<file path="src/design/aoc_pkg.sv">
// Package for the atomic-operation request completer.
// Assumes a single transaction-layer clock; headers arrive already parsed into fields.
package aoc_pkg;
    // Header format encodings
    localparam logic [1:0] AOC_FMT_3DW_ND = 2'h0;   // Header without data
    localparam logic [1:0] AOC_FMT_3DW_D  = 2'h2;   // 32-bit address, with data
    localparam logic [1:0] AOC_FMT_4DW_D  = 2'h3;   // 64-bit address, with data
    // Type encodings
    localparam logic [4:0] AOC_TYPE_CPL   = 5'h0a;  // Completion
    localparam logic [4:0] AOC_TYPE_FADD  = 5'h0c;  // Fetch and add
    localparam logic [4:0] AOC_TYPE_SWAP  = 5'h0d;  // Unconditional swap
    localparam logic [4:0] AOC_TYPE_CAS   = 5'h0e;  // Compare and swap
    // Architected lengths for 32-bit operands, in doublewords
    localparam logic [9:0] AOC_LEN_1DW    = 10'h001;
    localparam logic [9:0] AOC_LEN_2DW    = 10'h002;
    // Completion status codes
    localparam logic [2:0] AOC_CST_SC     = 3'h0;   // Successful
    localparam logic [2:0] AOC_CST_UR     = 3'h1;   // Unsupported request
    localparam logic [2:0] AOC_CST_CA     = 3'h4;   // Completer abort (malformed)
    // Operand size in bytes, reported in byte count
    localparam logic [11:0] AOC_BCNT_32   = 12'h004;

    typedef enum {AOC_OP_NONE, AOC_OP_FADD, AOC_OP_SWAP, AOC_OP_CAS} aoc_op_t;

    // Parsed request header plus payload (little-significance-first bytes)
    typedef struct packed {
        logic [1:0]  fmt;
        logic [4:0]  tlp_type;
        logic [9:0]  length;
        logic [15:0] req_id;
        logic [7:0]  tag;
        logic [3:0]  first_be;
        logic [3:0]  last_be;
        logic [63:0] addr;
        logic [63:0] payload;  // Byte 0 in [7:0]; second operand in [63:32]
    } aoc_req_t;

    // Completion header plus data
    typedef struct packed {
        logic [1:0]  fmt;
        logic [4:0]  tlp_type;
        logic [9:0]  length;
        logic [2:0]  status;
        logic [11:0] byte_cnt;
        logic [15:0] req_id;
        logic [7:0]  tag;
        logic [31:0] data;     // Original value, byte 0 least significant
    } aoc_cpl_t;
endpackage : aoc_pkg

</file>
<file path="src/design/aoc_completer.sv">
// Atomic-operation request decode, check, execute and completion build.
// Assumes a one-word memory port that answers a read while the strobe stands
// and a completion sink that accepts with a ready handshake.
`timescale 1ns/1ps

// Function
// - Failed atomic completes without data, format 00
// - Successful atomic completes with data, original value
// - Type 0 1100 decodes as fetch-add
// - Type 0 1101 decodes as swap
// - Type 0 1110 decodes as compare-and-swap
// - Reserved format/type never treated as atomic
// - Formats 10 and 11 select address width
// - Payload byte zero is least significant
// - Compare-and-swap second operand follows first directly
// - Store with same byte order as fetch
// - Read target before writing it
// - Completion bytes map like request bytes
// - Fetch-add combines fetched value with operand
// - 64-bit or 32-bit address headers accepted
// - Completion echoes requester id and tag
// - Byte-enable fields ignored for atomics
// - Non-architected length is malformed
// - Architected but unsupported size is unsupported
// - Lengths: one doubleword, compare-swap two
// - Compare value first, swap value second
// - Misaligned address is malformed for 32-bit operands
// - Errors reported against the receiving port
// - Add wraps, carry discarded
// - Compare-swap writes only on match
// - Swap writes unconditionally, returns old value
// - Byte count equals operand size; fixed at 4 here for every completion, 64- and 128-bit requests included
module aoc_completer
    import aoc_pkg::*;
#(
    parameter int AW = 64                       // Target memory address width
) (
    input  wire logic        core_clk_i,         // Transaction-layer clock
    input  wire logic        reset_n_i,          // Synchronous reset, active low
    input  wire logic        req_valid_i,        // Request present
    output logic             req_ready_o,        // Request taken when both high
    input  wire aoc_req_t    req_i,              // Parsed request
    input  wire logic        big_endian_i,       // Target memory byte order
    input  wire logic        support_32_i,       // 32-bit operands implemented
    output logic             mem_rd_o,           // Target read strobe
    output logic             mem_wr_o,           // Target write strobe
    output logic             mem_lock_o,         // Holds other masters off target
    output logic [AW-1:0]    mem_addr_o,         // Target word address (byte)
    output logic [31:0]      mem_wdata_o,        // Target write data, memory order
    input  wire logic [31:0] mem_rdata_i,        // Target read data, memory order
    output logic             cpl_valid_o,        // Completion present
    input  wire logic        cpl_ready_i,        // Completion sink ready
    output aoc_cpl_t         cpl_o,              // Completion
    output logic             err_malformed_o,    // Malformed pulse, this port
    output logic             err_unsup_o,        // Unsupported pulse, this port
    output logic             busy_o              // Operation in flight
);

    typedef enum {AOC_ST_IDLE, AOC_ST_READ, AOC_ST_WRITE, AOC_ST_CPL} aoc_state_t;

    aoc_state_t    state;                        // Sequencer state
    aoc_op_t       op;                           // Latched operation
    logic [31:0]   opnd_a;                       // Add, swap or compare value
    logic [31:0]   opnd_b;                       // Compare-and-swap swap value
    logic [31:0]   orig;                         // Fetched value, significance order
    logic          order_be;                     // Byte order latched for the whole op
    aoc_op_t       dec_op;                       // Decoded operation
    logic          dec_fmt_ok;                   // Format is 10 or 11
    logic          dec_len_arch;                 // Length is architected
    logic          dec_len_32;                   // Length names 32-bit operand
    logic          dec_misalign;                 // Address not naturally aligned
    logic          dec_malformed;                // Malformed outcome
    logic          dec_unsup;                    // Unsupported outcome
    logic          take;                         // Request taken this cycle
    logic [31:0]   next_result;                  // Value to store back
    logic          next_do_write;                // Store is needed

    // Swap byte order of a word
    function automatic logic [31:0] aoc_bswap(input logic [31:0] w);
        aoc_bswap = {w[7:0], w[15:8], w[23:16], w[31:24]};
    endfunction : aoc_bswap

    // Type decode; other types, or a bad format, are not atomics
    always_comb begin
        dec_fmt_ok = (req_i.fmt == AOC_FMT_3DW_D) || (req_i.fmt == AOC_FMT_4DW_D);
        case (req_i.tlp_type)
            AOC_TYPE_FADD: dec_op = AOC_OP_FADD;
            AOC_TYPE_SWAP: dec_op = AOC_OP_SWAP;
            AOC_TYPE_CAS:  dec_op = AOC_OP_CAS;
            default:       dec_op = AOC_OP_NONE;
        endcase
        if (!dec_fmt_ok) begin
            dec_op = AOC_OP_NONE;
        end
    end

    // Length and alignment checks; byte enables deliberately not looked at
    always_comb begin
        // 64-bit and 128-bit architected lengths are recognised but not built here
        if (dec_op == AOC_OP_CAS) begin
            dec_len_32   = (req_i.length == AOC_LEN_2DW);
            dec_len_arch = dec_len_32 || (req_i.length == 10'h004)
                           || (req_i.length == 10'h008);
        end else begin
            dec_len_32   = (req_i.length == AOC_LEN_1DW);
            dec_len_arch = dec_len_32 || (req_i.length == AOC_LEN_2DW);
        end
        // Alignment is checked only where the size is known and built
        dec_misalign  = dec_len_32 && (req_i.addr[1:0] != 2'h0);
        dec_malformed = (dec_op != AOC_OP_NONE) && (!dec_len_arch || dec_misalign);
        dec_unsup     = (dec_op != AOC_OP_NONE) && !dec_malformed
                        && (!dec_len_32 || !support_32_i);
    end

    assign req_ready_o = (state == AOC_ST_IDLE);
    assign take        = req_valid_i && req_ready_o;
    assign busy_o      = (state != AOC_ST_IDLE);

    // Compute the store-back value from the fetched value
    always_comb begin
        next_result   = orig;
        next_do_write = 1'b0;
        case (op)
            AOC_OP_FADD: begin
                next_result   = orig + opnd_a;   // Wraps at 32 bits
                next_do_write = 1'b1;
            end
            AOC_OP_SWAP: begin
                next_result   = opnd_a;
                next_do_write = 1'b1;
            end
            AOC_OP_CAS: begin
                next_result   = opnd_b;          // Swap value is second operand
                next_do_write = (orig == opnd_a);
            end
            default: begin
                next_result   = orig;
                next_do_write = 1'b0;
            end
        endcase
    end

    // Sequencer: read, then optional write, then completion
    always_ff @(posedge core_clk_i) begin
        if (!reset_n_i) begin
            state <= AOC_ST_IDLE;
        end else begin
            case (state)
                AOC_ST_IDLE: begin
                    if (take) begin
                        // Good requests fetch first; errored ones complete at once
                        if (dec_op != AOC_OP_NONE && !dec_malformed && !dec_unsup) begin
                            state <= AOC_ST_READ;
                        end else begin
                            state <= AOC_ST_CPL;
                        end
                    end
                end
                AOC_ST_READ:  state <= AOC_ST_WRITE;
                AOC_ST_WRITE: state <= AOC_ST_CPL;
                AOC_ST_CPL: begin
                    if (cpl_ready_i) begin
                        state <= AOC_ST_IDLE;
                    end
                end
                default: state <= AOC_ST_IDLE;
            endcase
        end
    end

    // Latch operands; payload is least-significant byte first
    always_ff @(posedge core_clk_i) begin
        if (!reset_n_i) begin
            op       <= AOC_OP_NONE;
            opnd_a   <= 32'h0;
            opnd_b   <= 32'h0;
            order_be <= 1'b0;
        end else if (take) begin
            op       <= (dec_malformed || dec_unsup) ? AOC_OP_NONE : dec_op;
            opnd_a   <= req_i.payload[31:0];
            opnd_b   <= req_i.payload[63:32];
            order_be <= big_endian_i;      // Held for fetch and store alike
        end
    end

    // Capture fetched value, converted into significance order
    always_ff @(posedge core_clk_i) begin
        if (!reset_n_i) begin
            orig <= 32'h0;
        end else if (state == AOC_ST_READ) begin
            orig <= order_be ? aoc_bswap(mem_rdata_i) : mem_rdata_i;
        end
    end

    // Memory port: strobes and address; lock covers fetch through store
    always_ff @(posedge core_clk_i) begin
        if (!reset_n_i) begin
            mem_rd_o    <= 1'b0;
            mem_wr_o    <= 1'b0;
            mem_lock_o  <= 1'b0;
            mem_addr_o  <= '0;
            mem_wdata_o <= 32'h0;
        end else begin
            mem_rd_o <= take && (dec_op != AOC_OP_NONE) && !dec_malformed && !dec_unsup;
            mem_wr_o <= 1'b0;           // Pulse; raised below in the write slot only
            if (take) begin
                mem_addr_o <= req_i.addr[AW-1:0];
                mem_lock_o <= (dec_op != AOC_OP_NONE) && !dec_malformed && !dec_unsup;
            end else if (state == AOC_ST_WRITE) begin
                mem_wr_o    <= next_do_write;
                mem_wdata_o <= order_be ? aoc_bswap(next_result) : next_result;
            end else if (state == AOC_ST_CPL) begin
                mem_lock_o <= 1'b0;     // Released once store has been issued
            end
        end
    end

    // Completion build and error pulses
    always_ff @(posedge core_clk_i) begin
        if (!reset_n_i) begin
            cpl_o           <= '0;
            err_malformed_o <= 1'b0;
            err_unsup_o     <= 1'b0;
        end else begin
            err_malformed_o <= take && dec_malformed;
            err_unsup_o     <= take && (dec_unsup || dec_op == AOC_OP_NONE);
            if (take) begin
                cpl_o.req_id   <= req_i.req_id;
                cpl_o.tag      <= req_i.tag;
                cpl_o.byte_cnt <= AOC_BCNT_32;
                cpl_o.tlp_type <= AOC_TYPE_CPL;
                cpl_o.fmt      <= AOC_FMT_3DW_ND;
                cpl_o.length   <= 10'h000;
                cpl_o.data     <= 32'h0;
                cpl_o.status   <= dec_malformed ? AOC_CST_CA : AOC_CST_UR;
            end else if (state == AOC_ST_WRITE) begin
                cpl_o.fmt    <= AOC_FMT_3DW_D;
                cpl_o.length <= AOC_LEN_1DW;
                cpl_o.status <= AOC_CST_SC;
                cpl_o.data   <= orig;                     // Same byte map as request
            end
        end
    end

    assign cpl_valid_o = (state == AOC_ST_CPL);

    // Successful completion always carries data with the fixed type
    AST_CPL_WITH_DATA: assert property (@(posedge core_clk_i) disable iff (!reset_n_i)
        cpl_valid_o && cpl_o.status == AOC_CST_SC |-> cpl_o.fmt == AOC_FMT_3DW_D
        && cpl_o.tlp_type == AOC_TYPE_CPL && cpl_o.length == AOC_LEN_1DW)
        else $error("Successful completion not sent with data");
    // Failed completion has no data
    AST_CPL_NO_DATA: assert property (@(posedge core_clk_i) disable iff (!reset_n_i)
        cpl_valid_o && cpl_o.status != AOC_CST_SC |-> cpl_o.fmt == AOC_FMT_3DW_ND)
        else $error("Failed completion carries data");
    // Good atomic read then lock holds through write slot
    AST_READ_FIRST: assert property (@(posedge core_clk_i) disable iff (!reset_n_i)
        mem_rd_o |-> mem_lock_o ##1 mem_lock_o ##1 mem_lock_o)
        else $error("Lock dropped during read-modify-write");
    // Write only ever two cycles after a read
    AST_WRITE_AFTER_READ: assert property (@(posedge core_clk_i) disable iff (!reset_n_i)
        mem_wr_o |-> $past(mem_rd_o, 2))
        else $error("Write without prior read");
    // Misaligned 32-bit atomic flags malformed
    AST_MISALIGN: assert property (@(posedge core_clk_i) disable iff (!reset_n_i)
        take && dec_op != AOC_OP_NONE && dec_len_32 && req_i.addr[1:0] != 2'h0
        |=> err_malformed_o && !mem_rd_o)
        else $error("Misaligned atomic not malformed");
    // Bad length flags malformed
    AST_BAD_LEN: assert property (@(posedge core_clk_i) disable iff (!reset_n_i)
        take && dec_op == AOC_OP_FADD && req_i.length == 10'h003 |=> err_malformed_o)
        else $error("Bad length not malformed");
    // Fetch-add stores wrapped sum
    AST_FADD_SUM: assert property (@(posedge core_clk_i) disable iff (!reset_n_i)
        state == AOC_ST_WRITE && op == AOC_OP_FADD && !order_be
        |=> mem_wr_o && mem_wdata_o == $past(orig) + $past(opnd_a))
        else $error("Fetch-add result wrong");
    // Compare mismatch never writes
    AST_CAS_MISS: assert property (@(posedge core_clk_i) disable iff (!reset_n_i)
        state == AOC_ST_WRITE && op == AOC_OP_CAS && orig != opnd_a |=> !mem_wr_o)
        else $error("Compare-and-swap wrote on mismatch");
    // Completion echoes the transaction identifier
    AST_TID_ECHO: assert property (@(posedge core_clk_i) disable iff (!reset_n_i)
        take |=> cpl_o.req_id == $past(req_i.req_id) && cpl_o.tag == $past(req_i.tag))
        else $error("Transaction identifier not echoed");

endmodule : aoc_completer

</file>
<file path="config.mk">
export PLATFORM = sky130hd
export DESIGN_NAME = aoc_completer
export DESIGN_NICKNAME = d
export VERILOG_FILES = /design/src/design/aoc_pkg.sv /design/src/design/aoc_completer.sv
export SDC_FILE = /design/constraint.sdc
export NUM_CORES = 1
export LEC_CHECK = 0
export ABC_CLOCK_PERIOD_IN_PS = 6650
export BUFFER_PORTS_ARGS = -buffer_cell sky130_fd_sc_hd__buf_2
export CAP_MARGIN = 25
export CORE_MARGIN = 5
export CORE_UTILIZATION = 45
export DETAILED_ROUTE_END_ITERATION = 10
export GPL_TIMING_DRIVEN = 0
export PLACE_DENSITY = 0.83
export SLEW_MARGIN = 20
export SYNTH_ARGS = -nofsm -noshare
export SYNTH_HDL_FRONTEND = slang
export SYNTH_SLANG_ARGS = --single-unit
</file>
<file path="constraint.sdc">
create_clock -name core_clk_i -period 6.65 [get_ports core_clk_i]
set_clock_uncertainty 0.2 [all_clocks]
set_input_delay 0.9975 -clock core_clk_i [delete_from_list [all_inputs] [get_ports core_clk_i]]
set_output_delay 0.9975 -clock core_clk_i [all_outputs]
set_load 0.01 [all_outputs]
</file>
* Word-level counts from Yosys, hierarchy flattened *
Cells that the tools add are included.

storage, ports and cells
  register bits = 324
  input port bits = 215
  output and inout bits = 192
  word-level logic and storage cells = 104

cells by class
  add/sub/neg operators = 1
  equality and inequality tests = 23
  multiplexer cells = 19
  bitwise gates (word level) = 3
  reductions and logical operators = 38

operators by type and width
  kind                                                               number
  32-bit two-way mux                                                 6
  32-bit by 2-bit == test with 1-bit output (second input constant)  5
  32-bit case mux with 4 select lines                                1
  32-bit by 3-bit == test with 1-bit output (second input constant)  3
  32-bit zero test                                                   3
  32-bit case mux with 3 select lines                                1
  32-bit by 1-bit == test with 1-bit output (second input constant)  2
  32-bit nonzero test                                                2
  32-bit adder                                                       1
  32-bit == test                                                     1
  5-bit by 4-bit == test with 1-bit output (second input constant)   3
  1-bit logical AND                                                  11
  10-bit by 1-bit == test with 1-bit output (second input constant)  1
  10-bit by 2-bit == test with 1-bit output (second input constant)  1
  10-bit by 3-bit == test with 1-bit output (second input constant)  1
  10-bit by 4-bit == test with 1-bit output (second input constant)  1
  3-bit two-way mux                                                  3
  1-bit logical OR                                                   8
  2-bit inequality test (second input constant)                      3
  2-bit case mux with 3 select lines                                 1
  2-bit AND reduction                                                3
  2-bit nonzero test                                                 3
  1-bit zero test                                                    5
  1-bit two-way mux                                                  5
  6 further kinds                                                    10

* Longest topological paths before layout *
Gate-level depths: netlist of the first run.

  word-level depth = 16
  depth in mapped cells = 12
  depth with buffers taken out = 12

* Worst setup path after synthesis of the first run *
Ideal clock, no wire load.

  path kind = input port to flip-flop
  start point = input port req_i[176] (netlist bit)
  end point = register state[1]
  setup time = 70 ps
  arrival = 2835 ps
  data required time = 6380 ps
  setup slack = 3545 ps
  stages = 10
  path buffers = 1
  path through = and4b_1 -> clkbuf_1 -> a211o_1 -> a2111oi_2 -> o21a_1 -> nor3_1 -> nand4_1 -> a21oi_1 -> or3_1 -> a21oi_1

on the way
  longest elaborated chain between the ends = 16
  elaborated cells between the ends (all ways) = 22
  those cells by class = 3 x eq/ne; 6 x mux; 13 x reduce/logical

RTL lines
  element                                                      line                                        text
  start: declaration                                           aoc_completer.sv:42                         input wire aoc_req_t req_i,
  2-bit == test                                                aoc_completer.sv:85                         dec_fmt_ok = (req_i.fmt == AOC_FMT_3DW_D) || (req_i.fmt == AOC_FMT_4DW_D);
  1-bit logical OR *                                           aoc_completer.sv:85
  32-bit two-way mux *                                         aoc_completer.sv:92                         if (!dec_fmt_ok) begin
  32-bit by 3-bit == test with 1-bit output                    aoc_completer.sv:100                        if (dec_op == AOC_OP_CAS) begin
  1-bit two-way mux                                            aoc_completer.sv:100
  1-bit zero test / 1-bit logical AND (equally long branches)  aoc_completer.sv:110, aoc_completer.sv:109
  1-bit logical OR                                             aoc_completer.sv:110                        dec_malformed = (dec_op != AOC_OP_NONE) && (!dec_len_arch || dec_misalign);
  1-bit logical AND                                            aoc_completer.sv:110
  1-bit zero test                                              aoc_completer.sv:111, aoc_completer.sv:152
  1-bit logical AND                                            aoc_completer.sv:111, aoc_completer.sv:152
  1-bit logical AND                                            aoc_completer.sv:112                        && (!dec_len_32 || !support_32_i);
  1-bit zero test                                              aoc_completer.sv:152                        if (dec_op != AOC_OP_NONE && !dec_malformed && !dec_unsup) begin
  1-bit logical AND *                                          aoc_completer.sv:152
  2-bit two-way mux *                                          aoc_completer.sv:152
  32-bit two-way mux *                                         aoc_completer.sv:150                        if (take) begin
  32-bit case mux with 4 select lines *                        aoc_completer.sv:148                        case (state)
  end signal: assignment                                       aoc_completer.sv:146                        state <= AOC_ST_IDLE;
  end signal: assignment                                       aoc_completer.sv:153                        state <= AOC_ST_READ;
  end signal: assignment                                       aoc_completer.sv:155                        state <= AOC_ST_CPL;
  end: declaration                                             aoc_completer.sv:61                         aoc_state_t state;

Every way passes the cells marked *; elsewhere a longest branch is shown, timed or not. The select of a mux whose other input is x is not followed.
A chain may end at the register's enable or synchronous reset.

* Final worst setup path of the first run *
  start point = register orig[0]
  end point = register mem_wdata_o[28]

on the way
  longest elaborated chain between the ends = 3

RTL lines
  element                              line                  text
  start: declaration                   aoc_completer.sv:65   logic [31:0] orig;
  start signal: assignment             aoc_completer.sv:191  orig <= order_be ? aoc_bswap(mem_rdata_i) : mem_rdata_i;
  32-bit adder                         aoc_completer.sv:125  next_result = orig + opnd_a;
  32-bit case mux with 3 select lines  aoc_completer.sv:123  case (op)
  32-bit two-way mux                   aoc_completer.sv:211  mem_wdata_o <= order_be ? aoc_bswap(next_result) : next_result;
  end signal: assignment               aoc_completer.sv:211
  end: declaration                     aoc_completer.sv:49   output logic [31:0] mem_wdata_o,

Every way passes these cells.

==> run metrics, run 1 <==
status finished, final reports clean; reg2reg start orig[0]; nets 2255; wire per inst 21.6 µm; vias per std cell 5.68; minimum clock period 4030 ps; clock share of power 26.4%; Die Ht 177 µm; global placer's final weighted congestion 0.980; latest clock arrival within the worst-skew pair 550 ps; critical path data required time 6920 ps; Via Count 13646; Pwr Density 384 nW/µm²; CTS sink cnt 262; final setup fails 0; area growth from synthesis to layout 26.8%; hold path start cpl_o[55]; cts repair resizes 0; EDFF count, synth 0; Hold Path Class flip-flop to flip-flop; WL final 51.9 mm; Initial Util 45.5%; worst hold endpoint cpl_o[55]; reg2reg path depth 12; Sw Share 40.2%; Initial DRT Pass Iterations 6; chip width 177 µm; R2R Setup Slk 2620 ps; Sw Pwr 0.00247 W; CP endpoint kind flip-flop; CTS Root Cell clkbuf_16; Reg2Reg Capture Point mem_wdata_o[28]; CTS tree built; FP Rows 61; vias in the first global route 13110; Yosys cell types 70; crit start category flip-flop; post-route ant nets 0; post-synthesis cell count 1574; DR DRC count 0; Detailed Route Iter0 Violations 1190; gr ovfl total 0; Leak 6.94 nW; Hold Path Depth 2; hold buffers post-CTS 0; Final Slew Violations 0; total CTS buffers 28; Primary FF master, synth dfxtp_1; Buffers on Ports 371; maximum clock path buffer count 3; maximum vdd drop 0.000264 V; Slew headroom 43.2%; # Post-CTS Setup Buffers 0; Final period util 60.6%; CTS clock-pin slew for the worst setup and hold paths 60 ps; gr usage total 31.3%; FMAX 248 MHz; synthesized area 12600 µm²; flops & latches, synth 262; crit-path max FO 4; Sum Neg Setup Slack 0 ps; RSZ-0062 raised after global routing false; largest net degree at the start of global routing 15; Hold Slack 251 ps; DP HPWL 41.8 mm; # IOs 407; Seq/Total Area, Yosys 41.6%; Power Total 0.00614 W; Int Power 0.00367 W; critical path data arrival time 4300 ps; max-cap viol count 0; Logic pwr share 36.6%; final hold violations 0; Core Area 27700 µm²; number of synthesis warnings 0; Worst-Margin Slew 852 ps; Reg power frac 37.0%; syn avg cell area 8.00 µm²; fraction of registers with async set/reset 0%; first-pass GRT wire length 75.8 mm; area of the die 31400 µm²; initial antenna violation count 7; worst setup path class flip-flop to flip-flop; H-tree Lvls 1; share of cells above drive strength 1 22.6%
[worst max-delay path by stage]
stage,end,start,slack [ps],cells past startpoint
floorplan,state[1],req_i[176],3550,10
global placement,mem_wdata_o[28],orig[0],2730,12
detailed placement,mem_wdata_o[28],orig[0],2760,12
CTS,mem_wdata_o[28],orig[0],2710,12
global route,mem_wdata_o[28],orig[0],2480,12
finish,mem_wdata_o[28],orig[0],2620,12
[layout make-up]
cell class | instances | area, µm²
Inverter | 29 | 109
Buffer | 147 | 668
Clock inverter | 17 | 228
Timing Repair Buffer | 371 | 1860
Multi-Input combinational cell | 1160 | 6670
Tap cell | 378 | 473
Antenna cell | 5 | 12.5
Clock buffer | 33 | 719
Fill cell | 2561 | 11700
Sequential cell | 262 | 5250
[flip-flops by register name (all words and copies together), names as in the netlist]
name / count
mem_lock_o: 1
order_be: 1
mem_wr_o: 1
state: 2
orig: 32
mem_addr_o: 64
op: 2
mem_wdata_o: 32
opnd_b: 32
err_malformed_o: 1
mem_rd_o: 1
err_unsup_o: 1
opnd_a: 32
cpl_o: 60
[worst max-delay path, cell delays in order, from the launching register on]
cell and delay [ps]:
dfxtp_1 450, ha_1 220, inv_1 50, fa_1 400, nor2b_1 160, o2111ai_1 190, a21oi_1 510, nor2_1 210
o31ai_1 710, and3_1 290, mux2i_1 260, o21ai_1 120, a31oi_1 170
[layout by cell type, fill, tap and decap left out, types with 6 or more instances in the layout]
cell / instances
o31ai_1: 8
conb_1: 25
a21o_1: 16
o21ai_0: 52
nor2_1: 104
a221oi_1: 25
buf_2: 374
a211oi_1: 37
a221o_1: 9
a31oi_1: 8
ha_1: 40
nand4_1: 16
a21oi_1: 203
mux2i_1: 70
clkbuf_16: 28
nor2b_1: 9
buf_4: 28
o211ai_1: 8
dfxtp_1: 262
buf_1: 19
nand3_1: 14
nand2_1: 360
clkinv_2: 9
nor3_1: 12
clkbuf_1: 101
nor4_1: 9
inv_1: 28
xnor2_1: 13
o21bai_1: 7
xor2_1: 9
o221ai_1: 6
[metrics by stage]
step / cell area (µm²) / utilization, % / setup slack, ps / cells
finish: 16000 / 57.7 / 2620 / 2402
global route: 16000 / 57.7 / 2480 / 2402
CTS: 16000 / 57.6 / 2710 / 2397
detailed placement: 15000 / 54.2 / 2760 / 2347
global placement: 15000 / 54.2 / 2730 / 2347
floorplan: 12700 / - / 3550 / 1598
[power groups by stage]
stage / Sequential, W / Combinational, W / Clock, W
after floorplan: 0.00220 / 0.00139 / 0
after global placement: 0.00227 / 0.00216 / 0
after detailed placement: 0.00228 / 0.00221 / 0
after CTS: 0.00225 / 0.00222 / 0.00163
after global routing: 0.00228 / 0.00246 / 0.00171
final: 0.00227 / 0.00225 / 0.00162
[kinds of logic after synthesis]
group / Yosys count / share of synthesized area (%)
compound gates: 446 / 22.6
xor+xnor: 22 / 1.53
fa+ha+maj: 41 / 4.13
buf+inv: 176 / 6.17
flops: 262 / 41.6
mux: 71 / 5.65
other cells: 1 / 0.0298
simple gates: 555 / 18.2
[routing by layer]
metal	global-route usage, %	share of wire, %	vias up	routed length [µm]
li1	-	-	6336	-
met1	37.3	37	6425	19300
met2	53.7	48	749	25100
met3	6.77	9.2	134	4760
met4	15.4	5.2	2	2720
met5	0	0.025	-	13
[synth_stat cells, drive strengths merged (6+ instances only)]
| cell | count | area share, % |
|---|---|---|
| ha | 40 | 4.0 |
| a221oi | 26 | 1.9 |
| xnor2 | 13 | 0.90 |
| clkbuf | 96 | 2.9 |
| dfxtp | 262 | 42 |
| nor2 | 104 | 3.1 |
| nor3 | 12 | 0.48 |
| inv | 28 | 0.83 |
| nand2 | 360 | 11 |
| xor2 | 9 | 0.63 |
| a31oi | 8 | 0.40 |
| a21o | 16 | 0.95 |
| nor2b | 9 | 0.45 |
| o21ai | 57 | 2.4 |
| and2 | 6 | 0.30 |
| o21bai | 7 | 0.42 |
| nand4 | 16 | 0.79 |
| nor4 | 9 | 0.45 |
| a21oi | 204 | 8.1 |
| a221o | 9 | 0.72 |
| o211ai | 8 | 0.48 |
| o31ai | 8 | 0.48 |
| mux2i | 70 | 5.6 |
| a211oi | 38 | 2.3 |
| nand3 | 14 | 0.56 |
| o221ai | 6 | 0.42 |
| buf | 51 | 2.4 |
Note: power is estimated with default switching activity, not from simulation.
==> run 2: changes to the inputs <==
--- a/config.mk
+++ b/config.mk
@@ -5,14 +5,14 @@
 export SDC_FILE = /design/constraint.sdc
 export NUM_CORES = 1
 export LEC_CHECK = 0
-export ABC_CLOCK_PERIOD_IN_PS = 6650
+export ABC_CLOCK_PERIOD_IN_PS = 3270
 export BUFFER_PORTS_ARGS = -buffer_cell sky130_fd_sc_hd__buf_2
 export CAP_MARGIN = 25
 export CORE_MARGIN = 5
 export CORE_UTILIZATION = 45
 export DETAILED_ROUTE_END_ITERATION = 10
 export GPL_TIMING_DRIVEN = 0
-export PLACE_DENSITY = 0.83
+export PLACE_DENSITY = 0.86
 export SLEW_MARGIN = 20
 export SYNTH_ARGS = -nofsm -noshare
 export SYNTH_HDL_FRONTEND = slang
==> constraint.sdc (replaced) <==
create_clock -name core_clk_i -period 3.27 [get_ports core_clk_i]
set_clock_uncertainty 0.2 [all_clocks]
set_input_delay 0.4905 -clock core_clk_i [delete_from_list [all_inputs] [get_ports core_clk_i]]
set_output_delay 0.4905 -clock core_clk_i [all_outputs]
set_load 0.01 [all_outputs]
==> run metrics, run 2 (same netlist as run 1, synthesis figures left out) <==
first-pass GRT wire length 83.7 mm (was 75.8 mm); largest net degree at the start of global routing 16 (was 15); global placer's final weighted congestion 0.988 (was 0.980); Layout Cell Area excl Fill 17700 µm² (was 16000 µm²); Reg2Reg Capture Point mem_wdata_o[10] (was mem_wdata_o[28]); final design utilization 63.9% (was 57.7%); minimum clock period 3250 ps (was 4030 ps); Buffers on Ports 371 (unchanged); vias in the first global route 14517 (was 13110); Initial DRT Pass Iterations 6 (unchanged); vias per std cell 5.80 (was 5.68); CTS tree built (unchanged); Leak 7.59 nW (was 6.94 nW); final non-filler cell total 2549 (was 2402); max-cap viol count 0 (unchanged); H-tree Lvls 1 (unchanged); DR DRC count 0 (unchanged); WL final 57.3 mm (was 51.9 mm); Initial Util 45.5% (unchanged); total CTS buffers 28 (unchanged); final setup fails 0 (unchanged); area of the die 31400 µm² (unchanged); share of cells above drive strength 1 23.8% (was 22.6%); Worst-Margin Slew 886 ps (was 852 ps); Detailed Route Iter0 Violations 1353 (was 1190); hold path start req_i[69] (was cpl_o[55]); Reg with most FFs mem_addr_o (unchanged); Final Slew Violations 0 (unchanged); DP HPWL 42.3 mm (was 41.8 mm); Hold Slack -5.25 ps (was 251 ps); worst hold endpoint mem_addr_o[5] (was cpl_o[55]); # IOs 407 (unchanged); Hold Path Depth 3 (was 2); most frequent cells in the layout buf_2 (374), nand2_1 (360), dfxtp_1 (245), a21oi_1 (193), dlygate4sd3_1 (141) (was buf_2 (374), nand2_1 (360), dfxtp_1 (262), a21oi_1 (203), nor2_1 (104)); Slew headroom 40.9% (was 43.2%); crit-path max FO 4 (unchanged); gr usage total 34.4% (was 31.3%); Die Ht 177 µm (unchanged); Final period util 99.4% (was 60.6%); Hold Path Class primary input to flip-flop (was flip-flop to flip-flop); reg2reg path depth 12 (unchanged); CTS clock-pin slew for the worst setup and hold paths 60 ps (about the same); max reg flops 64 (unchanged); critical path data arrival time 3520 ps (was 4300 ps); Core Area 27700 µm² (unchanged); maximum vdd drop 0.000464 V (was 0.000264 V); reg2reg start orig[0] (unchanged); Via Count 14782 (was 13646); crit start category flip-flop (unchanged); post-route ant nets 0 (unchanged); FP Rows 61 (unchanged); Top Registers mem_addr_o (64), cpl_o (60) (unchanged); R2R Setup Slk 20 ps (was 2620 ps); status complete, but fails checks (was finished, final reports clean); final hold violations 1 (was 0); Power Total 0.0130 W (was 0.00614 W); CTS Root Cell clkbuf_16 (unchanged); initial antenna violation count 6 (was 7); nets 2398 (was 2255); area growth from synthesis to layout 40.5% (was 26.8%); Cell Area, Placed 15000 µm² (unchanged); CP endpoint kind flip-flop (unchanged); failing checks negative hold slack; gr ovfl total 0 (unchanged); chip width 177 µm (unchanged); critical path data required time 3540 ps (was 6920 ps); DP Cell Count 2347 (unchanged); maximum clock path buffer count 3 (unchanged); latest clock arrival within the worst-skew pair 570 ps (was 550 ps); commonest non-fill, non-tap cell in the layout buf_2 (unchanged); Pwr Density 733 nW/µm² (was 384 nW/µm²); FMAX 308 MHz (was 248 MHz); RSZ-0062 raised after global routing true (was false); worst setup path class flip-flop to flip-flop (unchanged); wire per inst 22.5 µm (was 21.6 µm); CTS sink cnt 262 (unchanged)
-- run 2: cell count changes in the layout (fill, tap and decap cells not counted), sizes merged --
cell	change
buf	+7
bufinv	-1
clkinv	-6
diode	+3
dlygate4sd3	+141
inv	+3
-- run 2: where the power goes --
part / switching, W / total (W) / internal, W
combinational: 0.00309 / 0.00489 / 0.00180
clock: 0.00139 / 0.00341 / 0.00202
sequential: 0.000777 / 0.00467 / 0.00389
-- run 2: worst max-delay path by stage --
stage | cells after the start | end | slack, ps | from
after CTS | 11 | mem_wdata_o[8] | 0.4 | opnd_a[7]
after detailed placement | 12 | mem_wdata_o[28] | -540 | orig[0]
after global placement | 12 | mem_wdata_o[28] | -590 | orig[0]
after floorplan | 12 | mem_wdata_o[28] | 370 | orig[0]
final | 12 | mem_wdata_o[10] | 20 | orig[0]
after global routing | 12 | mem_wdata_o[10] | -70 | orig[0]
-- run 2: per-layer routing --
metal | wire (µm) | share of wire [%] | GRT usage (%) | vias up
li1 | - | - | - | 6623
met1 | 20300 | 35 | 39.0 | 6943
met2 | 27300 | 48 | 58.7 | 948
met3 | 5640 | 9.8 | 8.56 | 268
met4 | 4150 | 7.2 | 19.8 | 0
met5 | 0 | 0 | 0 | -
-- run 2: cell type report --
class	count	area, µm²
buffer	142	651
tap	378	473
sequential	262	5280
antenna	8	20.0
timing repair buffer	519	3320
clock inverter	13	208
fill	2252	10000
inverter	29	109
clock buffer	38	788
multi-input combinational	1160	6850
-- run 2: what timing repair did --
item                                    4_1_cts  5_1_grt
hold endpoints to repair                    140        1
buffers inserted                              3        4
hold buffers                                140        1
pin swaps                                     4       12
endpoints found under the setup margin       27       31
gates resized for setup                      17       50
-- run 2: worst max-delay path: stages, from the launching register on --
cell and delay (ps):
dfxtp_4 390, ha_4 140, inv_1 50, fa_2 390
nor2b_2 180, o2111ai_2 210, a21oi_2 310, buf_4 180
o21ai_4 80, a2111o_1 370, a41o_1 270, and3_1 170
a311oi_1 220
-- run 2: through the flow --
stage                     setup TNS [ps]  setup WS (ps)
final                                  0           20.9
after global routing                -340          -65.5
after CTS                              0          0.377
after detailed placement           -4630           -540
after global placement             -5390           -590
after floorplan                        0            368
